$ cat src/design/flash_bus_pkg.sv
package flash_bus_pkg;

  // Bits in one transferred byte.
  localparam int unsigned BYTE_BITS = 8;

  // Number of flip-flops in every pin synchroniser.
  localparam int unsigned SYNC_STAGES = 2;

  // Period of the host serial clock in the bench, in nanoseconds.
  localparam int unsigned LINK_PERIOD_NS = 160;

  // Period of the block clock, in nanoseconds.
  localparam int unsigned CLK_PERIOD_NS = 20;

  // Block clock cycles in one serial clock period.
  localparam int unsigned LINK_CYCLES = LINK_PERIOD_NS / CLK_PERIOD_NS;

  // Reset levels of the synchronised pins: select low, clock low, lines low.
  // Select resets low like its edge detector, so a select held low through
  // reset never looks like a fall; only a real rise and then a fall arms the port.
  localparam logic RST_CS_N = 1'b0;
  localparam logic RST_SCK  = 1'b0;
  localparam logic [3:0] RST_IO = 4'h0;

  // Output enable masks for each lane width.
  localparam logic [3:0] OE_NONE   = 4'h0;
  localparam logic [3:0] OE_SINGLE = 4'h2;
  localparam logic [3:0] OE_DUAL   = 4'h3;
  localparam logic [3:0] OE_QUAD   = 4'hF;

  // Lane width of a command phase, as chosen by the command decoder.
  typedef enum logic [1:0] {
    WIDTH_ONE  = 2'h0,
    WIDTH_TWO  = 2'h1,
    WIDTH_FOUR = 2'h2
  } lane_width_t;

  // Interface state, one-hot.
  typedef enum logic [3:0] {
    ST_UNARMED = 4'h1,
    ST_DESEL   = 4'h2,
    ST_ACTIVE  = 4'h4,
    ST_PAUSE   = 4'h8
  } bus_state_t;

  // Pin levels after synchronisation.
  typedef struct packed {
    logic       cs_n;
    logic       sck;
    logic [3:0] io;
  } pins_t;

  // Whole state of the front end.
  typedef struct packed {
    bus_state_t fsm;
    logic       sck_prev;
    logic       cs_n_prev;
    logic [7:0] rx_sh;
    logic [3:0] rx_cnt;
    logic [7:0] tx_sh;
    logic [3:0] tx_cnt;
    logic [3:0] io_o;
    logic [3:0] io_oe;
    logic [7:0] rx_byte;
    logic       rx_valid;
    logic       tx_req;
    logic       cmd_start;
    logic       cmd_end;
    logic       selected;
    logic       paused;
    logic       standby;
    logic       wp_n;
  } front_state_t;

endpackage

$ cat src/design/pin_sync.sv
`timescale 1ns/10ps

// Two-stage synchroniser for pins that come from outside the clock domain.
// The first stage is read only by the second, so metastability never leaks.
module pin_sync #(
  parameter int unsigned WIDTH = 6,
  parameter logic [WIDTH-1:0] RESET_VAL = '0
) (
  input  wire logic             mclk_in,
  input  wire logic             reset_in,
  input  wire logic [WIDTH-1:0] async_in,
  output logic      [WIDTH-1:0] sync_out
);

  // First stage, possibly metastable.
  logic [WIDTH-1:0] meta_q;

  // Both stages take the reset constant so the pins look idle after reset.
  always_ff @(posedge mclk_in)
  begin
    if (reset_in)
    begin
      meta_q   <= RESET_VAL;
      sync_out <= RESET_VAL;
    end
    else
    begin
      meta_q   <= async_in;
      sync_out <= meta_q;
    end
  end

endmodule

$ cat src/design/flash_bus_front.sv
`timescale 1ns/10ps

// Summary of operation
// - Single-bit commands: input on IO0, output IO1.
// - Output commands: address on IO0, data wide.
// - I/O commands: address and data both wide.
// - Capture input bits on serial clock rise.
// - Change output lines only after clock fall.
// - Chip select high: ignore inputs, float outputs.
// - Deselected: standby unless internal operation busy.
// - Chip select low selects, enters active power.
// - No command before first chip select fall.
// - One command spans one selected period.
// - Third pin: write protect, or IO2 quad.
// - Fourth pin: pause, or IO3 quad.
// - Select, protect and pause are active low.
// - Pause starts on pin low with clock low.
// - Paused: outputs float, clock and input ignored.
// - Four-bit enable disables write protect function.
module flash_bus_front (
  input  wire logic                      mclk_in,
  input  wire logic                      reset_in,
  input  wire logic                      sck_in,
  input  wire logic                      cs_n_in,
  input  wire logic [3:0]                io_in,
  output logic      [3:0]                io_out,
  output logic      [3:0]                io_oe_out,
  input  wire logic                      four_bit_enable_in,
  input  wire logic                      busy_in,
  input  wire flash_bus_pkg::lane_width_t rx_width_in,
  input  wire flash_bus_pkg::lane_width_t tx_width_in,
  input  wire logic                      tx_enable_in,
  input  wire logic [7:0]                tx_data_in,
  output logic      [7:0]                rx_byte_out,
  output logic                           rx_valid_out,
  output logic                           tx_req_out,
  output logic                           cmd_start_out,
  output logic                           cmd_end_out,
  output logic                           selected_out,
  output logic                           paused_out,
  output logic                           standby_out,
  output logic                           write_protect_n_out
);

  // Bits moved per serial clock edge for a lane width.
  function automatic logic [3:0] lane_bits(input flash_bus_pkg::lane_width_t w);
    unique case (w)
      flash_bus_pkg::WIDTH_TWO:  lane_bits = 4'h2;
      flash_bus_pkg::WIDTH_FOUR: lane_bits = 4'h4;
      default:                   lane_bits = 4'h1;
    endcase
  endfunction

  // Output enable mask for a lane width; single width drives IO1 only.
  function automatic logic [3:0] lane_oe(input flash_bus_pkg::lane_width_t w);
    unique case (w)
      flash_bus_pkg::WIDTH_TWO:  lane_oe = flash_bus_pkg::OE_DUAL;
      flash_bus_pkg::WIDTH_FOUR: lane_oe = flash_bus_pkg::OE_QUAD;
      default:                   lane_oe = flash_bus_pkg::OE_SINGLE;
    endcase
  endfunction

  // Synchronised pins; the serial clock travels with its data lines.
  flash_bus_pkg::pins_t pins_s;

  // Registered and next state.
  flash_bus_pkg::front_state_t st_q;
  flash_bus_pkg::front_state_t st_d;

  // Edge and mode terms derived from synchronised levels.
  logic sck_rise;
  logic sck_fall;
  logic cs_fall;
  logic cs_rise;
  logic quad_op;
  logic hold_n;
  logic [7:0] tx_word;

  // All pins pass the same two stages, so data stays aligned with its clock edge.
  pin_sync #(
    .WIDTH     (6),
    .RESET_VAL ({flash_bus_pkg::RST_CS_N, flash_bus_pkg::RST_SCK, flash_bus_pkg::RST_IO})
  ) u_pin_sync (
    .mclk_in  (mclk_in),
    .reset_in (reset_in),
    .async_in ({cs_n_in, sck_in, io_in}),
    .sync_out (pins_s)
  );

  // Edge detection compares the second stage with a third, held in the state.
  assign sck_rise = pins_s.sck & ~st_q.sck_prev;
  assign sck_fall = ~pins_s.sck & st_q.sck_prev;
  assign cs_fall  = ~pins_s.cs_n & st_q.cs_n_prev;
  assign cs_rise  = pins_s.cs_n & ~st_q.cs_n_prev;

  // Four-bit operation turns the upper pins into data lines.
  assign quad_op = four_bit_enable_in &
                   ((rx_width_in == flash_bus_pkg::WIDTH_FOUR) |
                    (tx_width_in == flash_bus_pkg::WIDTH_FOUR));

  // Pause input is active low and only meaningful outside four-bit operation.
  assign hold_n = quad_op | pins_s.io[3];

  // Next byte to shift out: a fresh one when the previous one is spent.
  assign tx_word = (st_q.tx_cnt == 4'h0) ? tx_data_in : st_q.tx_sh;

  // Next-state logic of the whole front end.
  always_comb
  begin
    st_d           = st_q;
    st_d.sck_prev  = pins_s.sck;
    st_d.cs_n_prev = pins_s.cs_n;
    st_d.rx_valid  = 1'b0;
    st_d.tx_req    = 1'b0;
    st_d.cmd_start = 1'b0;
    st_d.cmd_end   = 1'b0;
    // Protect input is disabled while four-bit operation is enabled.
    st_d.wp_n      = four_bit_enable_in | pins_s.io[2];
    unique case (st_q.fsm)
      // After reset nothing is accepted until select has been seen falling.
      flash_bus_pkg::ST_UNARMED:
      begin
        st_d.io_oe   = flash_bus_pkg::OE_NONE;
        st_d.standby = ~busy_in;
        if (cs_fall)
        begin
          st_d.fsm       = flash_bus_pkg::ST_ACTIVE;
          st_d.selected  = 1'b1;
          st_d.standby   = 1'b0;
          st_d.cmd_start = 1'b1;
          st_d.rx_cnt    = 4'h0;
          st_d.tx_cnt    = 4'h0;
        end
      end
      // Deselected: lines float and power drops once internal work ends.
      flash_bus_pkg::ST_DESEL:
      begin
        st_d.io_oe   = flash_bus_pkg::OE_NONE;
        st_d.standby = ~busy_in;
        if (cs_fall)
        begin
          st_d.fsm       = flash_bus_pkg::ST_ACTIVE;
          st_d.selected  = 1'b1;
          st_d.standby   = 1'b0;
          st_d.cmd_start = 1'b1;
          st_d.rx_cnt    = 4'h0;
          st_d.tx_cnt    = 4'h0;
        end
      end
      // Selected: shift bits in on rises and out on falls.
      flash_bus_pkg::ST_ACTIVE:
      begin
        if (pins_s.cs_n)
        begin
          // Rising select ends the command and drops every driver.
          st_d.fsm      = flash_bus_pkg::ST_DESEL;
          st_d.io_oe    = flash_bus_pkg::OE_NONE;
          st_d.selected = 1'b0;
          st_d.cmd_end  = 1'b1;
          st_d.standby  = ~busy_in;
        end
        else if (~hold_n & ~pins_s.sck)
        begin
          // Pause begins once its pin and the clock are both low.
          st_d.fsm    = flash_bus_pkg::ST_PAUSE;
          st_d.paused = 1'b1;
          st_d.io_oe  = flash_bus_pkg::OE_NONE;
        end
        else
        begin
          if (sck_rise)
          begin
            // Lane order puts the highest lane in the most significant bit.
            unique case (rx_width_in)
              flash_bus_pkg::WIDTH_TWO:  st_d.rx_sh = {st_q.rx_sh[5:0], pins_s.io[1:0]};
              flash_bus_pkg::WIDTH_FOUR: st_d.rx_sh = {st_q.rx_sh[3:0], pins_s.io};
              default:                   st_d.rx_sh = {st_q.rx_sh[6:0], pins_s.io[0]};
            endcase
            st_d.rx_cnt = st_q.rx_cnt + lane_bits(rx_width_in);
            if (st_d.rx_cnt >= 4'(flash_bus_pkg::BYTE_BITS))
            begin
              st_d.rx_cnt   = 4'h0;
              st_d.rx_byte  = st_d.rx_sh;
              st_d.rx_valid = 1'b1;
            end
          end
          if (sck_fall)
          begin
            if (tx_enable_in)
            begin
              // Drivers turn on only after a fall, once the host has let go.
              st_d.io_oe = lane_oe(tx_width_in);
              unique case (tx_width_in)
                flash_bus_pkg::WIDTH_TWO:  st_d.io_o = {2'h0, tx_word[7:6]};
                flash_bus_pkg::WIDTH_FOUR: st_d.io_o = tx_word[7:4];
                default:                   st_d.io_o = {2'h0, tx_word[7], 1'b0};
              endcase
              st_d.tx_sh  = tx_word << lane_bits(tx_width_in);
              st_d.tx_req = (st_q.tx_cnt == 4'h0);
              st_d.tx_cnt = ((st_q.tx_cnt == 4'h0) ? 4'(flash_bus_pkg::BYTE_BITS)
                             : st_q.tx_cnt) - lane_bits(tx_width_in);
            end
            else
            begin
              st_d.io_oe  = flash_bus_pkg::OE_NONE;
              st_d.tx_cnt = 4'h0;
            end
          end
        end
      end
      // Paused: the shifters freeze and the lines float.
      flash_bus_pkg::ST_PAUSE:
      begin
        st_d.io_oe = flash_bus_pkg::OE_NONE;
        if (pins_s.cs_n)
        begin
          st_d.fsm      = flash_bus_pkg::ST_DESEL;
          st_d.selected = 1'b0;
          st_d.paused   = 1'b0;
          st_d.cmd_end  = 1'b1;
          st_d.standby  = ~busy_in;
        end
        else if (hold_n & ~pins_s.sck)
        begin
          // Resume, like entry, waits for the clock to be low.
          st_d.fsm    = flash_bus_pkg::ST_ACTIVE;
          st_d.paused = 1'b0;
        end
      end
      default:
      begin
        st_d.fsm   = flash_bus_pkg::ST_DESEL;
        st_d.io_oe = flash_bus_pkg::OE_NONE;
      end
    endcase
  end

  // State register; reset leaves the interface unarmed and quiet.
  always_ff @(posedge mclk_in)
  begin
    if (reset_in)
    begin
      st_q           <= '0;
      st_q.fsm       <= flash_bus_pkg::ST_UNARMED;
      st_q.cs_n_prev <= 1'b0; // A select held low through reset is not a fall.
      st_q.standby   <= 1'b1;
      st_q.wp_n      <= 1'b1;
    end
    else
    begin
      st_q <= st_d;
    end
  end

  // Every output is a field of the state register.
  assign io_out              = st_q.io_o;
  assign io_oe_out           = st_q.io_oe;
  assign rx_byte_out         = st_q.rx_byte;
  assign rx_valid_out        = st_q.rx_valid;
  assign tx_req_out          = st_q.tx_req;
  assign cmd_start_out       = st_q.cmd_start;
  assign cmd_end_out         = st_q.cmd_end;
  assign selected_out        = st_q.selected;
  assign paused_out          = st_q.paused;
  assign standby_out         = st_q.standby;
  assign write_protect_n_out = st_q.wp_n;
endmodule

$ cat config.mk
export PLATFORM = sky130hd
export DESIGN_NAME = flash_bus_front
export DESIGN_NICKNAME = d
export VERILOG_FILES = /design/src/design/flash_bus_pkg.sv /design/src/design/pin_sync.sv /design/src/design/flash_bus_front.sv
export SDC_FILE = /design/constraint.sdc
export NUM_CORES = 1
export LEC_CHECK = 0
export BUFFER_PORTS_ARGS = -buffer_cell sky130_fd_sc_hd__buf_2
export CAP_MARGIN = 20
export CORE_ASPECT_RATIO = 2
export CORE_MARGIN = 2
export CORE_UTILIZATION = 55
export CTS_CLUSTER_SIZE = 25
export DETAILED_ROUTE_END_ITERATION = 6
export PLACE_DENSITY = 0.75
export SYNTH_ARGS = -nofsm -noshare
export SYNTH_HDL_FRONTEND = slang
export SYNTH_SLANG_ARGS = --single-unit
$ cat constraint.sdc
create_clock -name mclk_in -period 2.98 [get_ports mclk_in]
set_input_delay 0.596 -clock mclk_in [delete_from_list [all_inputs] [get_ports mclk_in]]
set_output_delay 0.596 -clock mclk_in [all_outputs]
set_load 0.01 [all_outputs]
== Word-level counts from Yosys, hierarchy flattened ==
Cells that the tools add are included.
Operators by class
  add/subtract/negate cells: 2
  $mul: 0
  divide/modulo/power cells: 0
  magnitude comparators: 1
  equal/unequal tests: 17
  shift-type cells: 1
  multiplexer cells: 47
  bitwise gates (word level): 21
  reductions and logical operators: 20
Operators by type and width (number)
  4-bit 2-to-1 mux: 21
  20-bit 2-to-1 mux: 3
  4-bit one-hot mux with 2 select lines: 4
  5-bit AND reduction: 4
  8-bit 2-to-1 mux: 2
  8-bit one-hot mux with 2 select lines: 1
  1-bit inverter: 12
  3-bit one-hot mux with 2 select lines: 2
  4-bit one-hot mux with 3 select lines: 1
  2-bit != test (second input constant): 5
  1-bit 2-to-1 mux: 9
  4-bit AND reduction: 2
  2-bit OR reduction: 4
  8-bit by 4-bit << shifter with 8-bit output: 1
  1-bit bitwise AND: 6
  3-bit by 2-bit != test with 1-bit output (second input constant): 2
  1-bit one-hot mux with 2 select lines: 3
  3-bit AND reduction: 2
  2-bit nonzero test: 3
  6-bit OR reduction: 1
  5-bit OR reduction: 1
  4-bit adder: 1
  2-bit by 1-bit == test with 1-bit output (second input constant): 2
  2-bit == test (second input constant): 2
  other kinds (12): 15
Word-level totals
  register bits: 65
  latch bits: 0
  bits in writable memories: 0
  bits in read-only memories: 0
  input bits: 23
  output and inout bits: 24
  memories kept: 0

== Longest topological paths before layout ==
Gate-level depths: netlist of the first run.
  word-level depth: 16
  mapped depth: 9

== Hierarchy ==
Synthesis of the first run repeated with hierarchy kept, for this count alone.
Second synthesis, totals
  cells, all modules: 364
  area total of the unflattened synthesis: 3323.2 um2
By module, submodules not included
  flash_bus_front: instances 1, cells an instance 339, area an instance 2956.6 um2, seq. area each 1041.0 um2
  pin_sync: instances 1, cells an instance 25, area an instance 366.6 um2, seq. area each 240.2 um2

== Least setup slack after synthesis of the first run ==
No wires, ideal clock.
  kind: input to register
  start: input rx_width_in[0]
  end: register st_q (netlist bit rx_byte_out[4])
  setup time: 0.070 ns
  data arrival time: 2.382 ns
  setup slack: 0.528 ns
  cell stages on the path: 9
  cell sequence: inv_1 -> ha_1 -> ha_1 -> a21oi_1 -> o21ai_0 -> and3_1 -> buf_2 -> or4_1 -> a21oi_1
Between the ends
  longest elaborated chain between the ends: 9
  elaborated cells between the ends (all ways): 17
Ends and longest elaborated chain
  from (decl): line flash_bus_front.sv:30  | input wire flash_bus_pkg::lane_width_t rx_width_in,
  2-bit == test / 2-bit by 1-bit == test with 1-bit output (equally long branches): line flash_bus_front.sv:47, flash_bus_front.sv:98, flash_bus_front.sv:174
  3-bit one-hot mux with 2 select lines: line flash_bus_front.sv:47  | unique case (w)
  4-bit 2-to-1 mux: line flash_bus_front.sv:171  | if (sck_rise)
  4-bit 2-to-1 mux: line flash_bus_front.sv:162  | else if (~hold_n & ~pins_s.sck)
  4-bit 2-to-1 mux: line flash_bus_front.sv:153  | if (pins_s.cs_n)
  4-bit 2-to-1 mux: line flash_bus_front.sv:119  | unique case (st_q.fsm)
  4-bit adder: line flash_bus_front.sv:179  | st_d.rx_cnt = st_q.rx_cnt + lane_bits(rx_width_in);
  4-bit greater-or-equal comparator: line flash_bus_front.sv:180  | if (st_d.rx_cnt >= 4'(flash_bus_pkg::BYTE_BITS))
  5-bit AND reduction (no line)
  to (signal assigned): line flash_bus_front.sv:251  | st_q <= st_d;
  to (decl): line flash_bus_front.sv:67  | flash_bus_pkg::front_state_t st_q;
Parallel ways exist; a longest one is shown, timed or not. The select of a mux whose other input is x is not followed.
A chain may end at the register's enable or synchronous reset.

== Worst setup path in the final report of the first run ==
  start: input rx_width_in[0]
  end: register st_q (netlist bit rx_byte_out[2])
The elaborated chain is that of the path after synthesis.

==> load_flow_metrics.sql, run 1 <==
INSERT INTO impl_metrics (metric_group, metric, value, unit) VALUES
('sta', 'timing_max_transition_violations_final', '0', ''),
('routing', 'detail_route.drc_violations', '0', ''),
('pwr', 'cellLeakagePower', '1.62', 'nW'),
('worst_setup_path', 'reg2reg_from', 'st_q[27]', ''),
('sta', 'finalWorstPathRequiredPeriod', '2.41', 'ns'),
('worst_setup_path', 'regToRegEndpoint', 'st_q[32]', ''),
('cts', 'clock_latency', '0.32', 'ns'),
('sta', 'max_clock_freq', '0.415', 'GHz'),
('worst_setup_path', 'crit_arrival', '2.66', 'ns'),
('pwr', 'power-per-cell-area', '632', 'nW/um^2'),
('cts', 'path_clk_slew', '0.05', 'ns'),
('sta', 'setup_tns', '0', 'ns'),
('grt', 'grt_max_degree', '25', ''),
('worst_setup_path', 'critPathCapture', 'rx_byte_out[2]', ''),
('sta', 'setup_viol', '0', ''),
('routing', 'drt_pass1_iterations', '4', ''),
('worst_setup_path', 'setup.worst_path.end_class', 'flop', ''),
('logic_synthesis', 'post_synth_xor_area_fraction', '0.00779', ''),
('pwr', 'pwr-share-comb', '0.142', ''),
('logic_synthesis', 'synthDominantCellAreaShare', '0.380', ''),
('logic_synthesis', 'synth.area.top_cells', 'dfxtp_1 (38%), a21oi_1 (5.6%), nor2_1 (4.1%), ha_1 (4.1%), mux4_2 (4.0%)', ''),
('floorplanning', 'core_area', '5960', 'um^2'),
('sta', 'worst_slew_pin_slew', '0.814', 'ns'),
('pwr', 'power.net_switching', '0.591', 'mW'),
('routing', 'drt_iter0_markers', '154', ''),
('floorplanning', 'start_util', '0.566', ''),
('worst_setup_path', 'r2r_cells', '6', ''),
('floorplanning', 'die_area', '6810', 'um^2'),
('logic_synthesis', 'synth-adder-area-share', '0.0527', ''),
('logic_synthesis', 'number_of_enable_type_register_cells_in_the_synthesized_netlist', '0', ''),
('logic_synthesis', 'synthArstFlopShare', '0', ''),
('pwr', 'seqPwrFrac', '0.387', ''),
('pwr', 'share_clk_of_total_power', '0.471', ''),
('routing', 'routed-via-count', '2852', ''),
('sta', 'skew', '0.00482', 'ns'),
('floorplanning', 'die_height', '115', 'um'),
('routing', 'routed_wl', '7450', 'um'),
('logic_synthesis', 'ys_seq_area_frac', '0.380', ''),
('cts', 'cts_num_sinks', '64', ''),
('logic_synthesis', 'post-synth-top-area-cell', 'dfxtp_1', ''),
('floorplanning', 'pin_count', '47', ''),
('pwr', 'vdd_ir_drop_max', '518', 'uV'),
('logic_synthesis', 'synth-main-ff-cell', 'dfxtp_1', ''),
('logic_synthesis', 'yosys_register_bits', '64', ''),
('floorplanning', 'row_cnt', '40', ''),
('grt', 'globalRouteTotalUtil', '0.237', ''),
('logic_synthesis', 'yosys-mux-area-fraction', '0.0708', ''),
('sta', 'min_period_over_period', '0.808', ''),
('logic_synthesis', 'synthesis.nets', '415', ''),
('place', 'dpl.hpwl', '5480', 'um'),
('status', 'run_status', 'finished clean', ''),
('sta', 'timing.max_slew.rel_slack', '0.457', ''),
('routing', 'drt.antenna.violating_nets', '0', ''),
('sta', 'holdWs', '0.434', 'ns'),
('cts', 'cts_inserted_buffers', '9', ''),
('cts', 'postCtsHoldBufs', '0', ''),
('cts', 'ctsRootBufferMaster', 'clkbuf_16', ''),
('logic_synthesis', 'synth_simple_gate_area_share', '0.210', ''),
('logic_synthesis', 'post_synth.cell_area_avg', '8.90', 'um^2'),
('floorplanning', 'die_width', '59.4', 'um'),
('logic_synthesis', 'synth_cell_types', '62', ''),
('logic_synthesis', 'post_synth_instance_area', '3370', 'um^2'),
('logic_synthesis', 'synth-compound-area-share', '0.192', ''),
('grt', 'number_of_global_route_vias_before_repair', '2831', ''),
('cts', 'cts_setup_buffers', '0', ''),
('cts', 'tritoncts', 'built', ''),
('worst_setup_path', 'critPathLaunchType', 'primary input', ''),
('finish', 'final_net_count', '443', ''),
('worst_setup_path', 'r2r_setup_slack', '0.65', 'ns'),
('grt', 'grt_first_pass_wirelength', '12200', 'um'),
('finish', 'area_delta_synth_final', '14.6', '%');
## final cells by class
class                   instances  area, um^2
fillers                       488        2090
multi-input cells             258        1800
flip-flops and latches         64        1280
repair buffers                 56         305
clock buffers                  14         274
well taps                      63        78.8
inverters                      18        67.6
clock inverters                 2        60.1
## worst max-delay path: stages
cell,delay [ns]
buf_2,0.10
inv_1,0.06
ha_1,0.30
ha_1,0.20
a21oi_1,0.17
o21ai_0,0.18
and3_1,0.38
or4_1,0.55
a21oi_1,0.14
## per-stage QoR
step           cells  power, mW  instance area (um^2)   util  setup WS (ns)
4_1_cts          475       2.46                  3870  0.649          0.590
6_report         475       2.44                  3870  0.649          0.573
5_1_grt          475       2.55                  3870  0.649          0.410
3_3_place_gp     459       1.30                  3530  0.593          0.358
3_5_place_dp     459       1.31                  3530  0.593          0.270
2_1_floorplan    379       1.22                  3370      -          0.528
## cell families (layout without fill, tap and decap cells)
group / count (synthesis) / after routing
AO/OA/AOI/OAI: 100 / 100
AND/OR/NAND/NOR: 126 / 126
multiplexers: 16 / 16
XOR/XNOR: 3 / 3
buffers and inverters: 57 / 90
flip-flops: 64 / 64
adder cells (fa/ha/maj): 13 / 13
## sequential cells by signal, summed over array words and instances (netlist names)
| name | cells |
|---|---|
| st_q | 29 |
| rx_byte_out | 8 |
| u_pin_sync.meta_q | 6 |
| u_pin_sync.sync_out | 6 |
| io_out | 4 |
| io_oe_out | 3 |
| cmd_end_out | 1 |
| cmd_start_out | 1 |
| paused_out | 1 |
| rx_valid_out | 1 |
| selected_out | 1 |
| standby_out | 1 |
| tx_req_out | 1 |
| write_protect_n_out | 1 |
## cell usage in the layout (no fill, tap or decap), drive strengths merged, types with 4 or more instances in the layout
master  synthesis  layout
dfxtp          64      64
buf            22      56
a21oi          38      38
nor2           37      37
nand2          21      21
nor2b          18      18
inv            18      18
o21ai          18      18
clkbuf         17      14
ha             11      11
nor3           10      10
nand3           8       8
o211ai          7       7
mux2i           7       7
a221o           6       6
o31ai           6       6
mux4            6       6
or4             5       5
a21o            5       5
nor4            4       4
## cells in the mapped netlist (2+ instances only)
master,number
inv_1,17
o211ai_1,7
nand3_1,7
a21o_1,5
nand2_1,21
a22o_1,2
a221o_1,6
or4_1,5
nand3b_1,2
a211oi_1,2
o211a_1,2
a21boi_0,2
mux2_2,2
a31oi_1,2
nor4_1,2
buf_2,3
nor3_1,9
or4b_4,2
a21oi_1,38
and3b_1,2
mux2i_1,7
clkbuf_1,17
dfxtp_1,64
o21ai_0,17
and2_1,3
nor2b_1,18
buf_4,16
nand2b_1,3
o31ai_1,6
mux4_2,6
fa_1,2
and3_1,2
nor2_1,37
xnor2_1,2
ha_1,11
o22ai_1,2
buf_6,2
or3_1,2
## how the worst min path moves through the flow
stage	startpoint	endpoint	slack [ns]	cells after the start
4_1_cts	u_pin_sync.meta_q[2]	u_pin_sync.sync_out[2]	0.43	1
3_3_place_gp	u_pin_sync.meta_q[0]	u_pin_sync.sync_out[0]	0.42	1
2_1_floorplan	u_pin_sync.meta_q[0]	u_pin_sync.sync_out[0]	0.41	1
3_5_place_dp	u_pin_sync.meta_q[2]	u_pin_sync.sync_out[2]	0.42	1
5_1_grt	u_pin_sync.meta_q[2]	u_pin_sync.sync_out[2]	0.45	1
6_report	u_pin_sync.meta_q[2]	u_pin_sync.sync_out[2]	0.43	1
## power by group through the flow
stage               Clock, mW  Combinational [mW]  Sequential (mW)
floorplan                   0               0.264            0.954
global placement            0               0.336            0.959
detailed placement          0               0.346            0.961
CTS                      1.17               0.348            0.944
global route             1.21               0.387            0.950
finish                   1.15               0.347            0.945
## layer usage
metal | vias up | track usage | wire length (um)
met5 | - | 0 | 0
met4 | 0 | 0.156 | 330
met1 | 1353 | 0.238 | 2850
met3 | 21 | 0.0506 | 246
li1 | 1399 | - | -
met2 | 79 | 0.420 | 4030
(Power assumes the default switching activity.)
==> run 2, diff against run 1 <==
- clock period: 2.98 -> 2.3 ns (I/O delays scaled with it)
==> run 2 against run 1 <==
- power rose by 18%
- sequential power grew 29%
- worst setup slack got worse by 0.44 ns
- via count grew 0.84%
- largest power group is now registers
- hold slack got worse by 0.12 ns
- clock-buffer cell count fell by 2
- wire length increased by 0.21%
- critical endpoint is now st_q[38]
==> load_flow_metrics.sql, run 2 (synthesis results as in run 1) <==
INSERT INTO impl_metrics (metric_group, metric, value, unit) VALUES
('routing', 'drt_pass1_iterations', '4', ''),
('pwr', 'vdd_ir_drop_max', '506', 'uV'),
('place', 'count_of_placed_standard_cells_including_taps', '475', ''),
('cts', 'path_clk_slew', '0.05', 'ns'),
('finish', 'multi_input_area', '1830', 'um^2'),
('grt', 'gr-total-overflow', '0', ''),
('sta', 'rsz0062_at_grt', 'false', ''),
('sta', 'max_clock_freq', '0.462', 'GHz'),
('finish', 'largest_register_ff_count', '29', ''),
('routing', 'detail_route.drc_violations', '0', ''),
('cts', 'cts_num_sinks', '64', ''),
('cts', 'ctsRootBufferMaster', 'clkbuf_16', ''),
('place', 'dpl.hpwl', '5550', 'um'),
('place', 'place_area', '3680', 'um^2'),
('finish', 'final-instance-count-excl-fill', '488', ''),
('finish', 'layout-drive-gt1-share', '0.249', ''),
('sta', 'hold_viol', '0', ''),
('finish', 'layout_commonest_cell', 'dfxtp_1', ''),
('grt', 'number_of_global_route_vias_before_repair', '2842', ''),
('sta', 'worst_slew_pin_slew', '0.462', 'ns'),
('sta', 'min_period_over_period', '0.942', ''),
('routing', 'wirelength_met1', '2770', 'um'),
('routing', 'drt_iter0_markers', '123', ''),
('routing', 'drt.antenna.violating_nets', '0', ''),
('routing', 'highest-signal-layer', 'met4', ''),
('worst_setup_path', 'regToRegEndpoint', 'st_q[35]', ''),
('cts', 'clock_tree.htree_level_count', '3', ''),
('sta', 'timing.max_slew.rel_slack', '0.692', ''),
('routing', 'drt_wl_cell', '15.3', 'um'),
('routing', 'routed_wl', '7470', 'um'),
('grt', 'grt_first_pass_wirelength', '12200', 'um'),
('finish', 'largest_register', 'st_q', ''),
('worst_setup_path', 'setup.worst_path.end_class', 'flop', ''),
('grt', 'grt_max_degree', '55', ''),
('finish', 'antennaDiodeCount', '0', ''),
('worst_setup_path', 'r2r_setup_slack', '0.15', 'ns'),
('routing', 'met3_wirelength', '264', 'um'),
('floorplanning', 'core_area', '5960', 'um^2'),
('finish', 'final_area', '3970', 'um^2'),
('floorplanning', 'row_cnt', '40', ''),
('cts', 'cts_setup_buffers', '0', ''),
('cts', 'tritoncts', 'built', ''),
('floorplanning', 'pin_count', '47', ''),
('pwr', 'total_power', '2.89', 'mW'),
('pwr', 'power-per-cell-area', '729', 'nW/um^2'),
('routing', 'wl_met2', '4180', 'um'),
('floorplanning', 'die_width', '59.4', 'um'),
('worst_setup_path', 'reg2reg_from', 'st_q[27]', ''),
('flow_run', 'max_cap_viol_count', '0', ''),
('sta', 'finalWorstPathRequiredPeriod', '2.17', 'ns'),
('worst_setup_path', 'critPathCapture', 'st_q[38]', ''),
('sta', 'skew', '0.00614', 'ns'),
('place', 'io_buffer_count', '46', ''),
('worst_setup_path', 'r2r_cells', '6', ''),
('worst_setup_path', 'critPathMaxFanout', '3', ''),
('cts', 'cts_inserted_buffers', '9', ''),
('sta', 'timing_max_transition_violations_final', '0', ''),
('floorplanning', 'die_area', '6810', 'um^2'),
('finish', 'fillers', '498', ''),
('cts', 'clock_latency', '0.33', 'ns'),
('worst_setup_path', 'crit_arrival', '2.43', 'ns'),
('worst_setup_path', 'critPathLaunchType', 'primary input', ''),
('finish', 'area_delta_synth_final', '17.6', '%'),
('routing', 'avgViaCountPerCell', '5.89', ''),
('grt', 'antenna_found_initial', '0', ''),
('cts', 'postCtsHoldBufs', '0', ''),
('finish', 'final_net_count', '459', ''),
('floorplanning', 'start_util', '0.566', ''),
('finish', 'layout.area.seq', '1280', 'um^2'),
('status', 'run_status', 'finished clean', ''),
('finish', 'final_cell_mix', 'dfxtp_1 (64), buf_2 (46), a21oi_1 (37), nor2_1 (37), buf_4 (24)', ''),
('floorplanning', 'die_height', '115', 'um'),
('sta', 'holdWs', '0.312', 'ns'),
('pwr', 'cellLeakagePower', '1.67', 'nW'),
('routing', 'routed-via-count', '2876', ''),
('grt', 'globalRouteTotalUtil', '0.238', ''),
('worst_setup_path', 'crit_path_start', 'rx_width_in[0]', ''),
('cts', 'cts_buffer_depth', '2', ''),
('sta', 'setup_tns', '0', 'ns'),
('worst_setup_path', 'crit_type', 'primary input to flop', ''),
('sta', 'setup_viol', '0', ''),
('min_path', 'hold_class', 'primary input to flop', ''),
('worst_setup_path', 'timing.critical_path.required', '2.57', 'ns'),
('place', 'place.gp.congestion', '0.882', '');
[run 2: changes by cell type in the layout (fill, tap and decap cells not counted), sizes merged]
cell,change
buf,+16
bufinv,-2
clkinv,+1
clkbuf,-2
[run 2: timing repair]
item / 4_1_cts / 5_1_grt
setup endpoints to repair: 0 / 3
resized for setup: 0 / 3
hold endpoints to repair: 0 / 0
[run 2: metal layers]
layer  vias up  global-route usage
met1      1358               0.239
met3        24              0.0439
li1       1425                   -
met4         0               0.174
met5         -                   0
met2        69               0.417
[run 2: area by class of cell]
class | instances | share of cell area
flip-flops and latches | 64 | 0.323
clock inverters | 1 | 0.00126
multi-input cells | 258 | 0.461
inverters | 18 | 0.0170
well taps | 63 | 0.0199
clock buffers | 12 | 0.0647
repair buffers | 72 | 0.114
[run 2: through the flow]
stage	worst slack, ns	util
3_5_place_dp	-0.214	0.618
2_1_floorplan	0.0151	-
6_report	0.133	0.666
5_1_grt	0.0174	0.666
4_1_cts	0.128	0.662
3_3_place_gp	-0.150	0.618
[run 2: worst max-delay path, cell delays in order]
cell,delay [ns]
buf_2,0.10
inv_1,0.06
ha_1,0.30
ha_1,0.16
inv_1,0.05
fa_1,0.37
xor2_1,0.18
or2_2,0.30
a2111oi_4,0.34
a21o_1,0.11
[run 2: how the worst min path moves through the flow]
stage | startpoint | depth (start not counted) | to
2_1_floorplan | u_pin_sync.meta_q[0] | 1 | u_pin_sync.sync_out[0]
3_3_place_gp | u_pin_sync.meta_q[5] | 1 | u_pin_sync.sync_out[5]
3_5_place_dp | u_pin_sync.meta_q[4] | 1 | u_pin_sync.sync_out[4]
4_1_cts | busy_in | 2 | standby_out
5_1_grt | busy_in | 2 | standby_out
6_report | busy_in | 2 | standby_out
[run 2: power breakdown]
group	total, mW	switching (mW)	internal [mW]
logic	0.465	0.253	0.212
registers	1.22	0.0608	1.16
clock network	1.20	0.435	0.765
